[src/hdl/lss_pkg.sv]
// Purpose: Shared constants for the limit stop switch handler
// Assumes: APB register index times four gives the byte address
// Notes: All configuration fields default to zero after reset
package lss_pkg;
    // Bus geometry
    localparam int ADDR_W = 8;
    localparam int DATA_W = 32;
    localparam int IDX_W = 6;

    // Register indices; byte address is index * 4
    localparam logic [IDX_W-1:0] IDX_REF_CONF = 6'h01;
    localparam logic [IDX_W-1:0] IDX_EVENTS = 6'h0e;
    localparam logic [IDX_W-1:0] IDX_STATUS = 6'h0f;
    localparam logic [IDX_W-1:0] IDX_HALT_DECEL = 6'h2c;
    localparam logic [IDX_W-1:0] IDX_VIRT_LEFT = 6'h33;
    localparam logic [IDX_W-1:0] IDX_VIRT_RIGHT = 6'h34;
    localparam logic [IDX_W-1:0] IDX_CAPTURE = 6'h36;

    // limit_reference_config field positions
    localparam int CFG_W = 14;
    localparam int CFG_STOP_LEFT_EN = 0;
    localparam int CFG_STOP_RIGHT_EN = 1;
    localparam int CFG_POL_LEFT = 2;
    localparam int CFG_POL_RIGHT = 3;
    localparam int CFG_INVERT_DIR = 4;
    localparam int CFG_SOFT_STOP_EN = 5;
    localparam int CFG_VIRT_LEFT_EN = 6;
    localparam int CFG_VIRT_RIGHT_EN = 7;
    localparam int CFG_VMODE_LO = 8;
    localparam int CFG_VMODE_HI = 9;
    localparam int CFG_LATCH_INACT_L = 10;
    localparam int CFG_LATCH_ACT_L = 11;
    localparam int CFG_LATCH_INACT_R = 12;
    localparam int CFG_LATCH_ACT_R = 13;
    localparam logic [CFG_W-1:0] CFG_RESET = 14'h0000;

    // Virtual stop mode codes
    localparam logic [1:0] VMODE_HARD = 2'h1;
    localparam logic [1:0] VMODE_SOFT = 2'h2;

    // Event and status bit positions
    localparam int EV_W = 4;
    localparam int EV_LEFT_HW = 0;
    localparam int EV_RIGHT_HW = 1;
    localparam int EV_LEFT_VIRT = 2;
    localparam int EV_RIGHT_VIRT = 3;
    localparam int ST_LOCK_LEFT = 4;
    localparam int ST_LOCK_RIGHT = 5;
    localparam logic [DATA_W-1:0] WORD_RESET = 32'h0000_0000;
endpackage : lss_pkg

[src/hdl/lss_limit_stop.sv]
// Purpose: Hardware and virtual limit stop handling with APB registers
// Assumes: Velocity and position come from the ramp generator on pclk
// Notes: Stop outputs are registered, one cycle behind their cause
//
// Register access over APB was decided locally.

module lss_limit_stop (
    input wire logic pclk,                    // Controller clock, 40 MHz
    input wire logic presetn,                 // Async reset, active low
    input wire logic psel,                    // APB select
    input wire logic penable,                 // APB enable
    input wire logic pwrite,                  // APB direction, 1 = write
    input wire logic [7:0] paddr,             // APB byte address
    input wire logic [31:0] pwdata,           // APB write data
    output logic [31:0] prdata,               // APB read data
    output logic pready,                      // APB ready
    output logic pslverr,                     // APB error on unmapped
    input wire logic left_limit_input,        // Left switch pin
    input wire logic right_limit_input,       // Right switch pin
    input wire logic [31:0] actual_velocity,  // Signed ramp velocity
    input wire logic [31:0] actual_position,  // Signed ramp position
    output logic stop_hard,                   // Force velocity to zero
    output logic stop_soft,                   // Linear stop slope request
    output logic [31:0] halt_decel_value,     // Deceleration for soft stop
    output logic block_neg_motion,            // Negative direction locked
    output logic block_pos_motion             // Positive direction locked
);

    // Register state
    logic [lss_pkg::CFG_W-1:0] ref_config;
    logic [31:0] halt_decel;
    logic [31:0] virt_left;
    logic [31:0] virt_right;
    logic [31:0] captured;
    logic [lss_pkg::EV_W-1:0] events;
    logic [lss_pkg::EV_W-1:0] prev_on;
    logic pend_left;
    logic pend_right;
    logic lock_left;
    logic lock_right;

    // Synchronised pins and swapped sides
    logic l_sync;
    logic r_sync;
    logic side_left_lvl;
    logic side_right_lvl;
    logic left_active;
    logic right_active;
    logic left_latch;
    logic right_latch;

    // Pins pass two flops before any compare
    lss_sync2 u_sync_left (
        .pclk(pclk),
        .presetn(presetn),
        .async_in(left_limit_input),
        .sync_out(l_sync)
    );
    lss_sync2 u_sync_right (
        .pclk(pclk),
        .presetn(presetn),
        .async_in(right_limit_input),
        .sync_out(r_sync)
    );

    // Inversion picks which pin plays the left switch
    wire invert = ref_config[lss_pkg::CFG_INVERT_DIR];
    assign side_left_lvl = invert ? r_sync : l_sync;
    assign side_right_lvl = invert ? l_sync : r_sync;

    // Per-side polarity and capture edges follow the swapped input
    lss_limit_edge u_edge_left (
        .pclk(pclk),
        .presetn(presetn),
        .level(side_left_lvl),
        .pol(ref_config[lss_pkg::CFG_POL_LEFT]),
        .latch_on_active(ref_config[lss_pkg::CFG_LATCH_ACT_L]),
        .latch_on_inactive(ref_config[lss_pkg::CFG_LATCH_INACT_L]),
        .active(left_active),
        .latch_pulse(left_latch)
    );
    lss_limit_edge u_edge_right (
        .pclk(pclk),
        .presetn(presetn),
        .level(side_right_lvl),
        .pol(ref_config[lss_pkg::CFG_POL_RIGHT]),
        .latch_on_active(ref_config[lss_pkg::CFG_LATCH_ACT_R]),
        .latch_on_inactive(ref_config[lss_pkg::CFG_LATCH_INACT_R]),
        .active(right_active),
        .latch_pulse(right_latch)
    );

    // Limit conditions; virtual sides ignore inversion
    wire soft_en = ref_config[lss_pkg::CFG_SOFT_STOP_EN];
    wire [1:0] vmode = ref_config[lss_pkg::CFG_VMODE_HI:lss_pkg::CFG_VMODE_LO];
    wire hw_left_on = ref_config[lss_pkg::CFG_STOP_LEFT_EN] & left_active;
    wire hw_right_on = ref_config[lss_pkg::CFG_STOP_RIGHT_EN] & right_active;
    wire virt_left_on = ref_config[lss_pkg::CFG_VIRT_LEFT_EN]
                      & ($signed(actual_position) <= $signed(virt_left));
    wire virt_right_on = ref_config[lss_pkg::CFG_VIRT_RIGHT_EN]
                       & ($signed(actual_position) >= $signed(virt_right));
    wire left_on = hw_left_on | virt_left_on;
    wire right_on = hw_right_on | virt_right_on;
    wire [lss_pkg::EV_W-1:0] on_vec = {virt_right_on, virt_left_on, hw_right_on, hw_left_on};

    // Direction of travel from velocity sign
    wire zero_vel = (actual_velocity == lss_pkg::WORD_RESET);
    wire moving_neg = actual_velocity[31];
    wire moving_pos = ~actual_velocity[31] & ~zero_vel;

    // Stop only toward the active limit, so moving away stays free
    wire hw_stop = (hw_left_on & moving_neg) | (hw_right_on & moving_pos);
    wire virt_stop = (virt_left_on & moving_neg) | (virt_right_on & moving_pos);
    wire next_stop_hard = (hw_stop & ~soft_en)
                        | (virt_stop & (vmode != lss_pkg::VMODE_SOFT));
    wire next_stop_soft = (hw_stop & soft_en)
                        | (virt_stop & (vmode == lss_pkg::VMODE_SOFT));

    // APB decode; word index is paddr[7:2]
    wire [lss_pkg::IDX_W-1:0] idx = paddr[7:2];
    wire aligned = (paddr[1:0] == 2'h0);
    wire hit_conf = aligned & (idx == lss_pkg::IDX_REF_CONF);
    wire hit_events = aligned & (idx == lss_pkg::IDX_EVENTS);
    wire hit_status = aligned & (idx == lss_pkg::IDX_STATUS);
    wire hit_decel = aligned & (idx == lss_pkg::IDX_HALT_DECEL);
    wire hit_vleft = aligned & (idx == lss_pkg::IDX_VIRT_LEFT);
    wire hit_vright = aligned & (idx == lss_pkg::IDX_VIRT_RIGHT);
    wire hit_capture = aligned & (idx == lss_pkg::IDX_CAPTURE);
    wire mapped = hit_conf | hit_events | hit_status | hit_decel
                | hit_vleft | hit_vright | hit_capture;
    wire access = psel & penable;
    wire wr_acc = access & pwrite & mapped;
    wire rd_setup = psel & ~penable & ~pwrite;
    wire ev_access = access & hit_events;

    // Zero wait states; error only for unmapped words or misaligned addresses
    assign pready = 1'b1;
    assign pslverr = access & ~mapped;

    // Read mux, captured in the setup cycle
    wire [31:0] status_word = {26'h0, lock_right, lock_left, on_vec};
    wire [31:0] rd_mux = hit_conf ? {18'h0, ref_config}
                       : hit_events ? {28'h0, events}
                       : hit_status ? status_word
                       : hit_decel ? halt_decel
                       : hit_vleft ? virt_left
                       : hit_vright ? virt_right
                       : hit_capture ? captured
                       : lss_pkg::WORD_RESET;

    // Event clear: a read clears all, a write clears bits written as one
    wire [lss_pkg::EV_W-1:0] ev_rise = on_vec & ~prev_on;
    wire [lss_pkg::EV_W-1:0] ev_clr = ~ev_access ? 4'h0
                                    : pwrite ? pwdata[lss_pkg::EV_W-1:0] : 4'hf;
    wire [lss_pkg::EV_W-1:0] next_events = (events & ~ev_clr) | ev_rise;

    // Lock release needs a clear access with the side no longer active
    wire release_left = ev_access & ~left_on;
    wire release_right = ev_access & ~right_on;
    wire rise_left = ev_rise[lss_pkg::EV_LEFT_HW] | ev_rise[lss_pkg::EV_LEFT_VIRT];
    wire rise_right = ev_rise[lss_pkg::EV_RIGHT_HW] | ev_rise[lss_pkg::EV_RIGHT_VIRT];

    // Configuration and value registers
    always_ff @(posedge pclk or negedge presetn) begin
        if (!presetn) begin
            ref_config <= lss_pkg::CFG_RESET;
            halt_decel <= lss_pkg::WORD_RESET;
            virt_left <= lss_pkg::WORD_RESET;
            virt_right <= lss_pkg::WORD_RESET;
        end else begin
            if (wr_acc & hit_conf) ref_config <= pwdata[lss_pkg::CFG_W-1:0];
            if (wr_acc & hit_decel) halt_decel <= pwdata;
            if (wr_acc & hit_vleft) virt_left <= pwdata;
            if (wr_acc & hit_vright) virt_right <= pwdata;
        end
    end

    // Capture wins over a software write in the same cycle
    always_ff @(posedge pclk or negedge presetn) begin
        if (!presetn) begin
            captured <= lss_pkg::WORD_RESET;
        end else if (left_latch | right_latch) begin
            captured <= actual_position;
        end else if (wr_acc & hit_capture) begin
            captured <= pwdata;
        end
    end

    // Sticky events and activation history
    always_ff @(posedge pclk or negedge presetn) begin
        if (!presetn) begin
            events <= 4'h0;
            prev_on <= 4'h0;
        end else begin
            events <= next_events;
            prev_on <= on_vec;
        end
    end

    // Pending stop and direction lock per side
    always_ff @(posedge pclk or negedge presetn) begin
        if (!presetn) begin
            pend_left <= 1'b0;
            pend_right <= 1'b0;
            lock_left <= 1'b0;
            lock_right <= 1'b0;
        end else begin
            pend_left <= ~release_left & (pend_left | rise_left);
            pend_right <= ~release_right & (pend_right | rise_right);
            lock_left <= ~release_left & (lock_left | (pend_left & zero_vel));
            lock_right <= ~release_right & (lock_right | (pend_right & zero_vel));
        end
    end

    // Registered stop requests and read data
    always_ff @(posedge pclk or negedge presetn) begin
        if (!presetn) begin
            stop_hard <= 1'b0;
            stop_soft <= 1'b0;
            prdata <= lss_pkg::WORD_RESET;
        end else begin
            stop_hard <= next_stop_hard;
            stop_soft <= next_stop_soft;
            if (rd_setup) prdata <= rd_mux;
        end
    end

    // Locks block motion; soft stop uses the programmed rate
    assign block_neg_motion = lock_left;
    assign block_pos_motion = lock_right;
    assign halt_decel_value = halt_decel;
endmodule : lss_limit_stop

[src/hdl/lss_sync2.sv]
// Purpose: Two flip-flop synchroniser for one switch pin
// Assumes: Input is asynchronous to pclk
// Notes: Only the second stage is visible outside
module lss_sync2 (
    input wire logic pclk,     // Controller clock
    input wire logic presetn,  // Async reset, active low
    input wire logic async_in, // Raw pin level
    output logic sync_out      // Synchronised level
);
    logic meta;

    // First stage feeds the second stage only
    always_ff @(posedge pclk or negedge presetn) begin
        if (!presetn) begin
            meta <= 1'b0;
            sync_out <= 1'b0;
        end else begin
            meta <= async_in;
            sync_out <= meta;
        end
    end
endmodule : lss_sync2

[src/hdl/lss_limit_edge.sv]
// Purpose: Polarity match and capture-edge detect for one switch side
// Assumes: level is already synchronised to pclk
// Notes: Edge history starts as inactive after reset
module lss_limit_edge (
    input wire logic pclk,              // Controller clock
    input wire logic presetn,           // Async reset, active low
    input wire logic level,             // Synchronised switch level
    input wire logic pol,               // Active polarity
    input wire logic latch_on_active,   // Capture when going active
    input wire logic latch_on_inactive, // Capture when going inactive
    output logic active,                // Level matches polarity
    output logic latch_pulse            // One-cycle capture request
);
    logic active_d;

    // Polarity compare and edge terms
    assign active = (level == pol);
    assign latch_pulse = (latch_on_active & active & ~active_d)
                       | (latch_on_inactive & ~active & active_d);

    // Previous matched level
    always_ff @(posedge pclk or negedge presetn) begin
        if (!presetn) begin
            active_d <= 1'b0;
        end else begin
            active_d <= active;
        end
    end
endmodule : lss_limit_edge

[config.mk]
export PLATFORM = sky130hd
export DESIGN_NAME = lss_limit_stop
export DESIGN_NICKNAME = d
export VERILOG_FILES = /design/src/hdl/lss_pkg.sv /design/src/hdl/lss_limit_stop.sv /design/src/hdl/lss_sync2.sv /design/src/hdl/lss_limit_edge.sv
export SDC_FILE = /design/constraint.sdc
export NUM_CORES = 1
export LEC_CHECK = 0
export BUFFER_PORTS_ARGS = -buffer_cell sky130_fd_sc_hd__buf_2
export CORE_UTILIZATION = 50
export DETAILED_ROUTE_END_ITERATION = 10
export PLACE_DENSITY = 0.75
export SYNTH_ARGS = -nofsm -noshare
export SYNTH_HDL_FRONTEND = slang
export SYNTH_HIERARCHICAL = 1
export SYNTH_SLANG_ARGS = --single-unit
[constraint.sdc]
create_clock -name pclk -period 2.1 [get_ports pclk]
set_input_delay 0.21 -clock pclk [delete_from_list [all_inputs] [get_ports pclk]]
set_output_delay 0.21 -clock pclk [all_outputs]
set_load 0.01 [all_outputs]
==> metrics.txt <==
GRT Total Usage=between 30 and 40%; worst slew pin tran=533 ps; post-layout instance area=roughly 14000 um2; crit path cell chain=inv_2 -> ha_4 -> nor2b_4 -> o211ai_1 -> a21oi_1 -> or4b_4 -> a211oi_4 -> nor2_4 -> o21ai_1; Crit path max-delay family=simple AND/OR/NAND/NOR gates; Net Sw Frac=27.2%; Net Sw Power=2.59 mW; initial antenna violation count=1; Slowest-stage cell, CP=or4b_4; H-Tree Depth=4; main combinational cell family by area after synthesis=multiplexers; initial core utilization=around half; Die H=145 um; Buffers on Ports=179; CTS Sinks=194; Via density=5.98; sequential area share after synthesis=a little under half; fillcell total=around 1400; R2R depth=9; Yosys Warn Count=6; Async SR Flop Fraction=100%; commonest non-fill, non-tap cell in the layout=dfrtp_1; hold endpoint=virt_left[15]$_DFFE_PN0P_; Crit. Startpoint=virt_left[1]$_DFFE_PN0P_; RSZ-0062 raised after global routing=yes; CP required=2460 ps; via count of the first global-routing pass=9254; hpwl dp=between 20000 and 25000 um; Slew Limit Fails=0; Clk network pwr share=38.2%; multiplexer share of the synthesized area=14.7%; Antenna Violating Nets Remaining=0; Synth top area share=47.4%; max incr delay on CP=roughly 560 ps; crit end category=register; Nets=1418; Synth area leader=dfrtp_1; Remaining Overflow, GRT=0; register bit total from synthesis=194; layout cells sized above 1=~40%; CTS clk-pin slew, worst paths=approximately 80 ps; final core occ=69.5%; Synth Cell Area=10200 um2; Startpoint Class=register; Num CTS Buffers=17; VDD IR max=0.000561 V; status=finished with violations; gpl congestion=roughly 0.88; failing checks=negative setup slack; top post-synthesis cells by area=dfrtp_1, ha_1, mux2_2, mux2i_1, mux2_4; adder-cell area share of the yosys netlist=7.82%; final setup TNS=-4740 ps; Hold Crit Depth=3; compound-cell area share of the yosys netlist=a little over an eighth; Hold Crit Class=input pin to register; EDFF count, synth=0; Final Skew=9.79 ps; post-synthesis xor/xnor area fraction=0.318%; Syn Nets=1151; max_cap viols=0; Distinct cells, synth=52; Placement Setup Slack=-315 ps; CTS tree=done; worst-path fanout max=7; DRT Pass-1 Iters=8; Setup Viol. Count Final=39; ys flop type=dfrtp_1; Synth-to-Final Area Change=34.3%; largest net degree at the start of global routing=62; final worst setup slack=-220 ps; Syn Inst Count=976; Final Cycle Share=110%; reg2reg setup slack=-220 ps; DRC viols=0; leakage=6.69 nW; Post-DP Area=around 12000 um2; Worst EP arrival=between 2000 and 3000 ps; number of DRC markers in iteration 0=about 740; Tot Pwr=9.54 mW; Synth Area in Simple Gates=approximately 11%; combinational power share=16.0%; global-route wire length before repair=49600 um; Via Count=roughly 9100; sequential share of power=45.8%; Max Clk Rate=0.431 GHz; clk_lat worst skew=440 ps; FF/Latch Area=a little under 5000 um2; critical path class=register to register; final hold viol count=0; clock tree buffer depth=2; Cell Rows=51; syn avg cell area=10.5 um2; Multi-input gate area=5490 um2; IO Count=181; post-layout min period=~2300 ps; end of the worst register-to-register path=stop_hard$_DFF_PN0_; critical path buffer and inverter count=1; commonest cells after routing, fill and taps aside=dfrtp_1, buf_2, buf_4; Core ar.=19800 um2; final wirelength=32100 um; Die Span X=between 100 and 150 um; Slew HR=64.5%; PwrDens=694 nW/um2; worst r2r src=virt_left[1]$_DFFE_PN0P_; CTS root buf=clkbuf_16; cell internal pwr=6.95 mW; routed len/inst=21.1 um; Total Die Area=21000 um2; hold path startpoint=pwdata[15]
[worst max-delay path by stage]
stage | endpoint | slack, ps | depth (start not counted)
after floorplan | captured[11]$_DFFE_PN0P_ | 70 | 7
after global placement | pend_left$_DFF_PN0_ | -240 | 9
after detailed placement | pend_left$_DFF_PN0_ | -310 | 9
after CTS | pend_left$_DFF_PN0_ | -170 | 9
after global routing | pend_left$_DFF_PN0_ | -280 | 9
final | stop_hard$_DFF_PN0_ | -220 | 9
[final cells by class]
cell class | instances | share of cell area (%)
clock inverters | 15 | 1.68
repair buffers | 297 | 15.6
clock buffers | 17 | 3.10
well taps | 265 | 2.41
flip-flops and latches | 194 | 35.3
multi-input cells | 662 | 40.0
diodes | 1 | 0.0182
inverters | 71 | 1.94
[power by group through the flow]
stage	clock [mW]	sequential, mW	combinational [mW]
global route	3.82	4.41	1.66
finish	3.64	4.37	1.52
global placement	0	4.33	1.15
floorplan	0	4.36	0.548
CTS	3.66	4.32	1.34
detailed placement	0	4.34	1.19
[flip-flops by register name, indices dropped and copies added (netlist names), 4 cells and up]
register and flops:
prdata 32, virt_right 32, ref_config 14, halt_decel_value 32, prev_on 4, virt_left 32
events 4, captured 32
[cells in the mapped netlist (2+ instances only)]
cell	n
dfrtp_1	194
mux2_2	50
a22oi_1	4
nor2b_1	12
nand2b_1	6
mux2_4	30
nor2_1	81
nand3_1	9
a221oi_1	10
inv_1	71
buf_6	4
and4_1	4
xnor2_2	2
ha_1	64
nand2_1	87
and2_1	2
o221ai_1	2
nand4_1	14
mux2i_1	47
nor2_2	2
clkbuf_1	21
a222oi_1	21
a31oi_1	24
a21o_1	4
o211ai_1	5
nor4_1	12
nor3_1	4
a211oi_1	6
a21oi_1	73
mux2_1	2
buf_2	18
or3_1	2
o21ai_0	64
and3_1	3
buf_4	5
[worst min-delay path: cells and delay by family]
kind / cells / cell delay [ps]
buffers and inverters: 1 / 110
AO/OA/AOI/OAI: 1 / 70
AND/OR/NAND/NOR: 1 / 50
[per-stage QoR]
step | instances | hold slack, ps
2_1_floorplan | 976 | -85.6
3_3_place_gp | 1463 | 233
3_5_place_dp | 1463 | 242
4_1_cts | 1518 | 21.3
5_1_grt | 1522 | 52.1
6_report | 1522 | 29.8
[kinds of logic (layout without fill, tap and decap cells)]
logic type	after synthesis	count (layout)
AOI/OAI and AO/OA	221	221
xor gates and xnor gates	2	2
adders and majority gates	64	64
buffers and inverters	120	400
DFF	194	194
muxes	129	129
other	1	2
and+or+nand+nor	245	245
[what timing repair did]
item	4_1_cts	5_1_grt
hold buffers	3	0
pin swaps	15	25
gates resized for setup	86	88
setup endpoints to repair	32	43
endpoints found under the hold margin	58	0
gates cloned	6	2
buffers inserted	14	7
[routing by layer]
metal / track usage [%] / vias to the layer above / part of all wire (%)
met5: 0 / - / 0
met4: 13.9 / 0 / 4.1
met3: 6.79 / 107 / 7.6
met2: 50.4 / 493 / 49
met1: 37.9 / 4464 / 40
li1: - / 4033 / -
No activity file was read; power rests on OpenSTA's default activity.
